$ cat src/logic/sspr_defines.vh
`ifndef SSPR_DEFINES_VH
`define SSPR_DEFINES_VH

// register byte offsets
`define SSPR_ADDR_SLEEP_CTRL    12'h010
`define SSPR_ADDR_PRIO_TWO      12'h01C
`define SSPR_ADDR_PRIO_THREE    12'h020

// sleep control field positions
`define SSPR_BIT_SLEEP_EXIT     1
`define SSPR_BIT_DEEP_SLEEP     2
`define SSPR_BIT_WAKE_PEND      4

// priority field positions (low bit of each 2-bit field)
`define SSPR_POS_SVCALL         30
`define SSPR_POS_PENDSV         22
`define SSPR_POS_SYSTICK        30

// reset values
`define SSPR_RST_SLEEP_CTRL     32'h00000000
`define SSPR_RST_PRIO_TWO       32'h00000000
`define SSPR_RST_PRIO_THREE     32'h00000000

// bus responses
`define SSPR_RESP_OKAY          2'h0
`define SSPR_RESP_SLVERR        2'h2

`endif

$ cat src/logic/sspr_regs.v
`timescale 1ns/1ps
`default_nettype none
`include "sspr_defines.vh"

// What this block does
// - bit clear: only enabled interrupts or events wake
// - bit set: any pending interrupt also wakes
// - inactive-to-pending edge counts as wake event
// - early events latched; next wait completes immediately
// - send-event instruction wakes a waiting core
// - deep-sleep bit chooses sleep or deep sleep
// - deep-sleep bit combines with power control register
// - sleep-on-exit lets core sleep after handler return
// - svcall priority in handler_priority_two bits 31:30
// - pendsv priority in handler_priority_three bits 23:22
// - systick priority in handler_priority_three bits 31:30
module sspr_regs #(
    parameter N_IRQ = 32
)(
    input  wire              aclk,
    input  wire              aresetn,
    input  wire [11:0]       s_axi_awaddr,
    input  wire              s_axi_awvalid,
    output wire              s_axi_awready,
    input  wire [31:0]       s_axi_wdata,
    input  wire [3:0]        s_axi_wstrb,
    input  wire              s_axi_wvalid,
    output wire              s_axi_wready,
    output reg  [1:0]        s_axi_bresp,
    output reg               s_axi_bvalid,
    input  wire              s_axi_bready,
    input  wire [11:0]       s_axi_araddr,
    input  wire              s_axi_arvalid,
    output wire              s_axi_arready,
    output reg  [31:0]       s_axi_rdata,
    output reg  [1:0]        s_axi_rresp,
    output reg               s_axi_rvalid,
    input  wire              s_axi_rready,
    input  wire [N_IRQ-1:0]  irq_pending,
    input  wire [N_IRQ-1:0]  irq_enable,
    input  wire              event_in,
    input  wire              send_event,
    input  wire              wfe_active,
    input  wire              sleep_request,
    input  wire              handler_return_thread,
    input  wire [7:0]        power_control_reg,
    output reg               wake_wfe,
    output reg               sleep_enter,
    output reg               deep_sleep_enter,
    output reg               power_down_request,
    output reg               sleep_on_exit_enter,
    output wire              deep_sleep_select,
    output wire              sleep_on_handler_exit,
    output wire              wake_on_pending_select,
    output wire [1:0]        svcall_priority,
    output wire [1:0]        pendsv_priority,
    output wire [1:0]        systick_handler_priority
);

    // stored fields; reserved bits have no storage
    reg              sleep_exit;
    reg              deep_sel;
    reg              wake_pend;
    reg  [1:0]       prio_svc;
    reg  [1:0]       prio_psv;
    reg  [1:0]       prio_tick;
    // write beats held until both have arrived
    reg  [11:0]      aw_addr;
    reg              aw_held;
    reg  [31:0]      w_data;
    reg  [3:0]       w_strb;
    reg              w_held;
    // wake tracking
    reg  [N_IRQ-1:0] pend_prev;
    reg              event_latch;
    reg              wake_source;
    // read mux results
    reg  [31:0]      next_rdata;
    reg  [1:0]       next_rresp;

    // reset images of the three words
    localparam [31:0] rst_sleep_word = `SSPR_RST_SLEEP_CTRL;
    localparam [31:0] rst_two_word   = `SSPR_RST_PRIO_TWO;
    localparam [31:0] rst_three_word = `SSPR_RST_PRIO_THREE;

    // handshake and edge helpers
    wire             do_write;
    wire [N_IRQ-1:0] pend_rise;

    // mapped-register test for the write response decode
    function is_mapped;
        input [11:0] addr;
        begin
            is_mapped = (addr == `SSPR_ADDR_SLEEP_CTRL) ||
                        (addr == `SSPR_ADDR_PRIO_TWO) ||
                        (addr == `SSPR_ADDR_PRIO_THREE);
        end
    endfunction

    // readies low while a beat is held or a response waits
    assign s_axi_awready = !aw_held && !s_axi_bvalid;
    assign s_axi_wready  = !w_held && !s_axi_bvalid;
    assign s_axi_arready = !s_axi_rvalid;
    assign do_write      = aw_held && w_held && !s_axi_bvalid;

    // field values straight to the core
    assign deep_sleep_select        = deep_sel;
    assign sleep_on_handler_exit    = sleep_exit;
    assign wake_on_pending_select   = wake_pend;
    assign svcall_priority          = prio_svc;
    assign pendsv_priority          = prio_psv;
    assign systick_handler_priority = prio_tick;

    // write channel capture and register update
    always @(posedge aclk)
    begin
        if (!aresetn)
        begin
            aw_held      <= 1'b0;
            w_held       <= 1'b0;
            aw_addr      <= 12'h000;
            w_data       <= 32'h00000000;
            w_strb       <= 4'h0;
            s_axi_bvalid <= 1'b0;
            s_axi_bresp  <= `SSPR_RESP_OKAY;
            // fields take their reset images
            sleep_exit   <= rst_sleep_word[`SSPR_BIT_SLEEP_EXIT];
            deep_sel     <= rst_sleep_word[`SSPR_BIT_DEEP_SLEEP];
            wake_pend    <= rst_sleep_word[`SSPR_BIT_WAKE_PEND];
            prio_svc     <= rst_two_word[`SSPR_POS_SVCALL +: 2];
            prio_psv     <= rst_three_word[`SSPR_POS_PENDSV +: 2];
            prio_tick    <= rst_three_word[`SSPR_POS_SYSTICK +: 2];
        end
        else
        begin
            // address and data beats may arrive in either order
            if (s_axi_awvalid && s_axi_awready)
            begin
                aw_addr <= s_axi_awaddr;
                aw_held <= 1'b1;
            end
            if (s_axi_wvalid && s_axi_wready)
            begin
                w_data <= s_axi_wdata;
                w_strb <= s_axi_wstrb;
                w_held <= 1'b1;
            end
            // response rises with the field update, so a
            // read after bvalid never sees the old word
            if (do_write)
            begin
                aw_held      <= 1'b0;
                w_held       <= 1'b0;
                s_axi_bvalid <= 1'b1;
                s_axi_bresp  <= is_mapped({aw_addr[11:2], 2'b00}) ?
                                `SSPR_RESP_OKAY : `SSPR_RESP_SLVERR;
                if ({aw_addr[11:2], 2'b00} == `SSPR_ADDR_SLEEP_CTRL && w_strb[0])
                begin
                    sleep_exit <= w_data[`SSPR_BIT_SLEEP_EXIT];
                    deep_sel   <= w_data[`SSPR_BIT_DEEP_SLEEP];
                    wake_pend  <= w_data[`SSPR_BIT_WAKE_PEND];
                end
                if ({aw_addr[11:2], 2'b00} == `SSPR_ADDR_PRIO_TWO && w_strb[3])
                    prio_svc <= w_data[`SSPR_POS_SVCALL +: 2];
                if ({aw_addr[11:2], 2'b00} == `SSPR_ADDR_PRIO_THREE && w_strb[2])
                    prio_psv <= w_data[`SSPR_POS_PENDSV +: 2];
                if ({aw_addr[11:2], 2'b00} == `SSPR_ADDR_PRIO_THREE && w_strb[3])
                    prio_tick <= w_data[`SSPR_POS_SYSTICK +: 2];
            end
            else if (s_axi_bvalid && s_axi_bready)
                s_axi_bvalid <= 1'b0;
        end
    end

    // read data mux
    always @*
    begin
        // defaults: zero data, okay response
        next_rdata = 32'h00000000;
        next_rresp = `SSPR_RESP_OKAY;
        case ({s_axi_araddr[11:2], 2'b00})
            `SSPR_ADDR_SLEEP_CTRL:
            begin
                next_rdata[`SSPR_BIT_SLEEP_EXIT] = sleep_exit;
                next_rdata[`SSPR_BIT_DEEP_SLEEP] = deep_sel;
                next_rdata[`SSPR_BIT_WAKE_PEND]  = wake_pend;
            end
            `SSPR_ADDR_PRIO_TWO:
                next_rdata[`SSPR_POS_SVCALL +: 2] = prio_svc;
            `SSPR_ADDR_PRIO_THREE:
            begin
                next_rdata[`SSPR_POS_PENDSV +: 2]  = prio_psv;
                next_rdata[`SSPR_POS_SYSTICK +: 2] = prio_tick;
            end
            // unmapped word: error, zero data
            default:
                next_rresp = `SSPR_RESP_SLVERR;
        endcase
    end

    // read channel
    // rdata captured at the address handshake and
    // held until the master takes it
    always @(posedge aclk)
    begin
        if (!aresetn)
        begin
            s_axi_rvalid <= 1'b0;
            s_axi_rdata  <= 32'h00000000;
            s_axi_rresp  <= `SSPR_RESP_OKAY;
        end
        else if (s_axi_arvalid && s_axi_arready)
        begin
            s_axi_rvalid <= 1'b1;
            s_axi_rdata  <= next_rdata;
            s_axi_rresp  <= next_rresp;
        end
        else if (s_axi_rvalid && s_axi_rready)
            s_axi_rvalid <= 1'b0;
    end

    // pending bits that went high this cycle
    assign pend_rise = irq_pending & ~pend_prev;

    // wake source selection
    // edges, not levels: a bit that stays pending
    // must not wake the core again every cycle
    always @*
    begin
        wake_source = event_in || (|(pend_rise & irq_enable));
        if (wake_pend)
            wake_source = wake_source || (|pend_rise);
        wake_source = wake_source || send_event;
    end

    // a new event in the consuming cycle joins
    // that wake, so none is lost
    // event latch and wake pulse
    always @(posedge aclk)
    begin
        if (!aresetn)
        begin
            pend_prev   <= {N_IRQ{1'b0}};
            event_latch <= 1'b0;
            wake_wfe    <= 1'b0;
        end
        else
        begin
            // edge history follows the pins every cycle
            pend_prev <= irq_pending;
            wake_wfe  <= 1'b0;
            if (wfe_active && (event_latch || wake_source))
            begin
                wake_wfe    <= 1'b1;
                event_latch <= 1'b0;
            end
            else if (wake_source)
                event_latch <= 1'b1;
        end
    end

    // low-power entry outputs
    // one-cycle pulses naming the mode; the core
    // itself decides when to stop its clock
    always @(posedge aclk)
    begin
        if (!aresetn)
        begin
            sleep_enter         <= 1'b0;
            deep_sleep_enter    <= 1'b0;
            power_down_request  <= 1'b0;
            sleep_on_exit_enter <= 1'b0;
        end
        else
        begin
            sleep_on_exit_enter <= handler_return_thread && sleep_exit;
            sleep_enter      <= (sleep_request ||
                                 (handler_return_thread && sleep_exit)) && !deep_sel;
            deep_sleep_enter <= (sleep_request ||
                                 (handler_return_thread && sleep_exit)) && deep_sel;
            // deeper states need power control setting
            power_down_request <= (sleep_request ||
                                   (handler_return_thread && sleep_exit)) &&
                                  deep_sel && (|power_control_reg);
        end
    end

endmodule
`default_nettype wire
$ cat config.mk
export PLATFORM = sky130hd
export DESIGN_NAME = sspr_regs
export DESIGN_NICKNAME = d
export VERILOG_FILES = /design/src/logic/sspr_regs.v
export VERILOG_INCLUDE_DIRS = /design/src /design/src/logic
export SDC_FILE = /design/constraint.sdc
export NUM_CORES = 1
export LEC_CHECK = 0
export ABC_AREA = 1
export CAP_MARGIN = 15
export CORE_MARGIN = 2
export CORE_UTILIZATION = 50
export DETAILED_ROUTE_END_ITERATION = 12
export DONT_BUFFER_PORTS = 1
export GPL_TIMING_DRIVEN = 1
export SETUP_SLACK_MARGIN = 0.2
export SLEW_MARGIN = 0
export SYNTH_ARGS = -nofsm -noshare
export SYNTH_HDL_FRONTEND = slang
export SYNTH_SLANG_ARGS = --single-unit
$ cat constraint.sdc
create_clock -name aclk -period 1.5 [get_ports aclk]
set_input_delay 0.15 -clock aclk [delete_from_list [all_inputs] [get_ports aclk]]
set_output_delay 0.15 -clock aclk [all_outputs]
set_load 0.03 [all_outputs]
# [Yosys cells after proc, flatten, opt, wreduce, memory -nomap -nowiden]
# Index checks and enable logic that the tools add are counted.
[totals] regBits=110 latchBits=0 mem_bits_rw=0 romBits=0 inputBits=144 output_inout_bits=55 memories=0
[classes] add_sub_neg=0 n_mul=0 div_mod_pow=0 magnitude_cmp=0 eq_ne=6 shift=0 n_mux=12 n_bitwise=4 reduce_logical=42
[ops] op="32-bit AND" count=2
[ops] op="32-bit OR reduction" count=2
[ops] op="10-bit by 3-bit == test with 1-bit output, second input constant" count=4
[ops] op="32-bit NOT" count=1
[ops] op="10-bit by 4-bit == test with 1-bit output, second input constant" count=2
[ops] op="1-bit logical AND" count=18
[ops] op="2-bit 2-to-1 mux" count=4
[ops] op="2-bit AND reduction" count=4
[ops] op="8-bit OR reduction" count=1
[ops] op="1-bit logical OR" count=7
[ops] op="1-bit 2-to-1 mux" count=7
[ops] op="1-bit logical NOT" count=5
[ops] op="2-bit case mux with 2 select lines" count=1
[ops] op="2-bit nonzero test" count=2
[ops] op="2-bit OR reduction" count=2
[ops] op="3-bit OR reduction" count=1
[ops] op="1-bit NOT" count=1

# [Longest topological paths before layout]
[logic_depth] word_depth=11 ltp_mapped=11 depth_no_buf=11

# [Least setup slack after synthesis]
# OpenSTA, ideal clock, no wires.
[synth_timing] path_kind="flip-flop to flip-flop" from="register s_axi_bvalid" to="register w_data[1]" setup_time_ns=0.116 arrival_time_ns=1.472 path_slack_ns=-0.088 path_stages_with_launch=6 period_less_slack_ns=1.588 cell_sequence="dfxtp_1 nor2_1 nand2_1 clkbuf_1 o21ai_0 nor2_1"
[synth_between] elab_chain_len=3
[synth_lines] element="from (decl)" line_no="sspr_regs.v:30" text="output reg s_axi_bvalid,"
[synth_lines] element="from (signal assigned)" line_no="sspr_regs.v:124" text="s_axi_bvalid <= 1'b0;"
[synth_lines] element="from (signal assigned)" line_no="sspr_regs.v:154" text="s_axi_bvalid <= 1'b1;"
[synth_lines] element="from (signal assigned)" line_no="sspr_regs.v:171" text="s_axi_bvalid <= 1'b0;"
[synth_lines] element="1-bit logical NOT" line_no="sspr_regs.v:102" text="assign s_axi_wready = !w_held && !s_axi_bvalid;"
[synth_lines] element="1-bit logical AND" line_no="sspr_regs.v:102"
[synth_lines] element="named net s_axi_wready" line_no="sspr_regs.v:28" text="output wire s_axi_wready,"
[synth_lines] element="1-bit logical AND" line_no="sspr_regs.v:142" text="if (s_axi_wvalid && s_axi_wready)"
[synth_lines] element="to (signal assigned)" line_no="sspr_regs.v:144" text="w_data <= s_axi_wdata;"
[synth_lines] element="to (decl)" line_no="sspr_regs.v:70" text="reg [31:0] w_data;"
# The timed path passes the listed nets, and every way through them passes these cells.
# A chain may end at the register's enable or synchronous reset.

# [Worst setup path in the final report]
[layout_timing] from="register w_held" to="register prio_svc[0] (netlist: svcall_priority[0])"
[layout_between] elab_chain_len=3
[layout_lines] element="from (decl)" line_no="sspr_regs.v:72" text="reg w_held;"
[layout_lines] element="from (signal assigned)" line_no="sspr_regs.v:120" text="w_held <= 1'b0;"
[layout_lines] element="from (signal assigned)" line_no="sspr_regs.v:146" text="w_held <= 1'b1;"
[layout_lines] element="from (signal assigned)" line_no="sspr_regs.v:153" text="w_held <= 1'b0;"
[layout_lines] element="1-bit logical AND (2 in a row)" line_no="sspr_regs.v:104" text="assign do_write = aw_held && w_held && !s_axi_bvalid;"
[layout_lines] element="2-bit AND reduction (no source line)"
[layout_lines] element="to (signal assigned)" line_no="sspr_regs.v:130" text="prio_svc <= rst_two_word[`SSPR_POS_SVCALL +: 2];"
[layout_lines] element="to (signal assigned)" line_no="sspr_regs.v:164" text="prio_svc <= w_data[`SSPR_POS_SVCALL +: 2];"
[layout_lines] element="to (decl)" line_no="sspr_regs.v:64" text="reg [1:0] prio_svc;"
# No other way between the ends.

==> key figures <==
Clock network
  – Root Buffer: clkbuf_8
  – Num CTS Buffers: 9
  – CTS tree: done
  – Clk sinks: 80
  – Clock latency on the worst-skew pair: 0.34 ns
  – Post-CTS Hold Buffers: 70
  – Clock transition at path regs: around 0.08 ns
  – CTS HTree Levels: 3
  – Clock tree buffer depth: 2

Floorplan
  – Rows: 31
  – # IOs: a little under 200
  – Core area: ~7000 sq um
  – Die ar.: 7960 sq um
  – Die width: 89.2 um
  – Initial core utilization: 0.509
  – Die height: 89.2 um

Outcome
  – Failing checks: negative hold slack
  – Status: complete, but fails checks

Global route
  – Gr ovfl total: 0
  – Initial antenna violation count: 0
  – GRT Overall Usage: 0.216
  – Vias in the first global route: 3257
  – Largest net degree at the start of global routing: about 70
  – First-pass GRT wire length: about 13000 um
  – GR Util met1: 0.232
  – GR peak layer: met2
  – Met3 usage: 0.0545
  – GR Util met2: 0.394

Synthesis
  – EDFF count, synth: 0
  – Mean Syn Cell Area: about 6.8 sq um
  – Syn Inst Count: between 500 and 600
  – Seq/Total Area, Yosys: 0.441
  – Yosys warns: 0
  – Count of different cell masters after synthesis: 33
  – Async SR Flop Fraction: 0
  – Synth Cell Area: between 3000 and 4000 sq um
  – Post-synth top flop: dfxtp_1
  – Number of synthesized register bits: 80

Placed design
  – Placed Cells: 631
  – Placed cell area: around 3700 sq um
  – Detailed placer's ending HPWL: ~5700 um
  – PortBufs: 0
  – RePlAce Congestion: 0.796
  – Pre-CTS setup slack: roughly 0.12 ns

Timing
  – Tmin final: 1.29 ns
  – Final worst setup slack: 0.208 ns
  – Fmax: around 0.77 GHz
  – Tcrit/Tclk final: 0.861
  – RSZ-0062 raised after global routing: yes
  – Fin. max-slew vios: 0
  – Hold slack: -0.0743 ns
  – Count of final setup violators: 0
  – Final hold vios: 37
  – Setup tns final: 0 ns
  – Clock Skews: roughly 0.0093 ns

Cells and area
  – Fin nets: about 760
  – Post-route insts no fill: ~720
  – Final instance area: ~4900 sq um
  – Fillcell total: a little over 600
  – Most common cell after layout, fill and taps aside: nand2_1
  – # diodes: 0
  – Area grow syn2layout: 34.7%
  – Share of cells above drive strength 1: 0.183
  – Fin util: 0.686
  – Most frequent cells in the layout: nand2_1, inv_1, nor2_1, dlygate4sd3_1, dfxtp_1

Route
  – TritonRoute pass-1 iters: 4
  – Via density: approximately 4.8
  – DR vias: between 3000 and 4000
  – Wire per inst: 13.3 um
  – ANT nets after route: 0
  – DRT iter0 DRCs: 109
  – DRC Markers: 0
  – Final wirelength: between 9000 and 10000 um

Worst setup path
  – Critical Path RT: around 1.7 ns
  – Worst-path cell chain: inv_2 -> nor2_2 -> nand2_2 -> nor2_4 -> nand4_1 -> o21ai_1 -> a21oi_1
  – Largest delay share family, worst path: simple AND/OR/NAND/NOR gates
  – Critical Path End Type: flop
  – CP peak stage delay: between 0.3 and 0.4 ns
  – Arr. time, crit path: about 1.5 ns
  – Startpoint types: flop
  – Slowest CP cell: dfxtp_2
  – Max FO, Critical Path: 5
  – Worst Path Buf+Inv: 1
  – Crit path kind: reg2reg

Pwr
  – P_leak: approximately 2.3 nW
  – Power density cells: about 1000 nW/um^2
  – Tot Pwr: 4.87 mW
  – Max rail drop VDD: a little over 0.5 mV

Hold path
  – Min-Delay Path Class: in2reg

Run
  – MaxCap Viol Count: 0
Yosys cell counts, types with 3 or more instances:
master,n,area share
nand2_1,121,0.13
inv_1,92,0.095
nor2_1,89,0.092
dfxtp_1,80,0.44
nand3_1,31,0.043
o21ai_0,29,0.040
buf_4,27,0.056
a21oi_1,12,0.017
a211oi_1,6,0.012
nor3_1,6,0.0083
buf_2,4,0.0055
clkbuf_1,4,0.0041
clkinv_1,3,0.0031
nand4_1,3,0.0052
registers in the layout (all words and copies together) (netlist names), 2 cells and up:
| name | cells |
|---|---|
| pendsv_priority | 2 |
| pend_prev | 32 |
| systick_handler_priority | 2 |
| s_axi_rdata | 7 |
| w_strb | 3 |
| svcall_priority | 2 |
| aw_addr | 10 |
| w_data | 7 |
layer usage:
metal | share of wire | vias to the layer above
li1 | - | 1745
met1 | 0.40 | 1578
met2 | 0.51 | 123
met3 | 0.075 | 16
met4 | 0.020 | 0
met5 | 0 | -
path summary, 6_finish.rpt:
path	startpoint	end	slack, ns	cells past startpoint
setup / recovery	w_held	svcall_priority[0]	0.21	7
hold / removal	aresetn	s_axi_rvalid	-0.07	1
setup reg to reg	w_held	svcall_priority[0]	0.21	7
hold reg to reg	w_held	w_held	0.49	2
cell type report:
type                    count  area (sq um)  share of cell area
multi-input cells         345          1740               0.355
inverters                  95           364              0.0744
well taps                  99           124              0.0253
clock inverters             4          70.1              0.0143
flip-flops and latches     80          1630               0.334
repair buffers             86           821               0.168
repair inverters            2          12.5             0.00256
clock buffers              11           131              0.0268
cell families (layout without fill, tap and decap cells):
logic type      Yosys count  after routing  synth area share
other cells               1             27           0.00103
flops                    80             80             0.441
compound gates           54             54            0.0826
simple gates            264            264             0.308
buf+inv                 132            198             0.168
worst reg2reg max path: stages, from the launching register on:
cell and delay [ns]:
dfxtp_2 0.36, inv_2 0.05, nor2_2 0.10, nand2_2 0.11, nor2_4 0.12, nand4_1 0.20, o21ai_1 0.20, a21oi_1 0.06
report_power, final:
part	switching, mW	leakage [nW]	internal (mW)	total, mW
clock network	0.746	0.103	0.925	1.67
registers	0.122	0.668	2.26	2.38
logic	0.476	1.54	0.345	0.821
timing repair:
| item | 4_1_cts | 5_1_grt |
|---|---|---|
| resized for setup | 6 | 81 |
| endpoints found under the hold margin | 73 | 36 |
| buffers inserted | 0 | 4 |
| pin swaps | 3 | 37 |
| gates cloned | 0 | 2 |
| setup endpoints to repair | 6 | 26 |
Note: power is estimated with default switching activity, not from simulation.
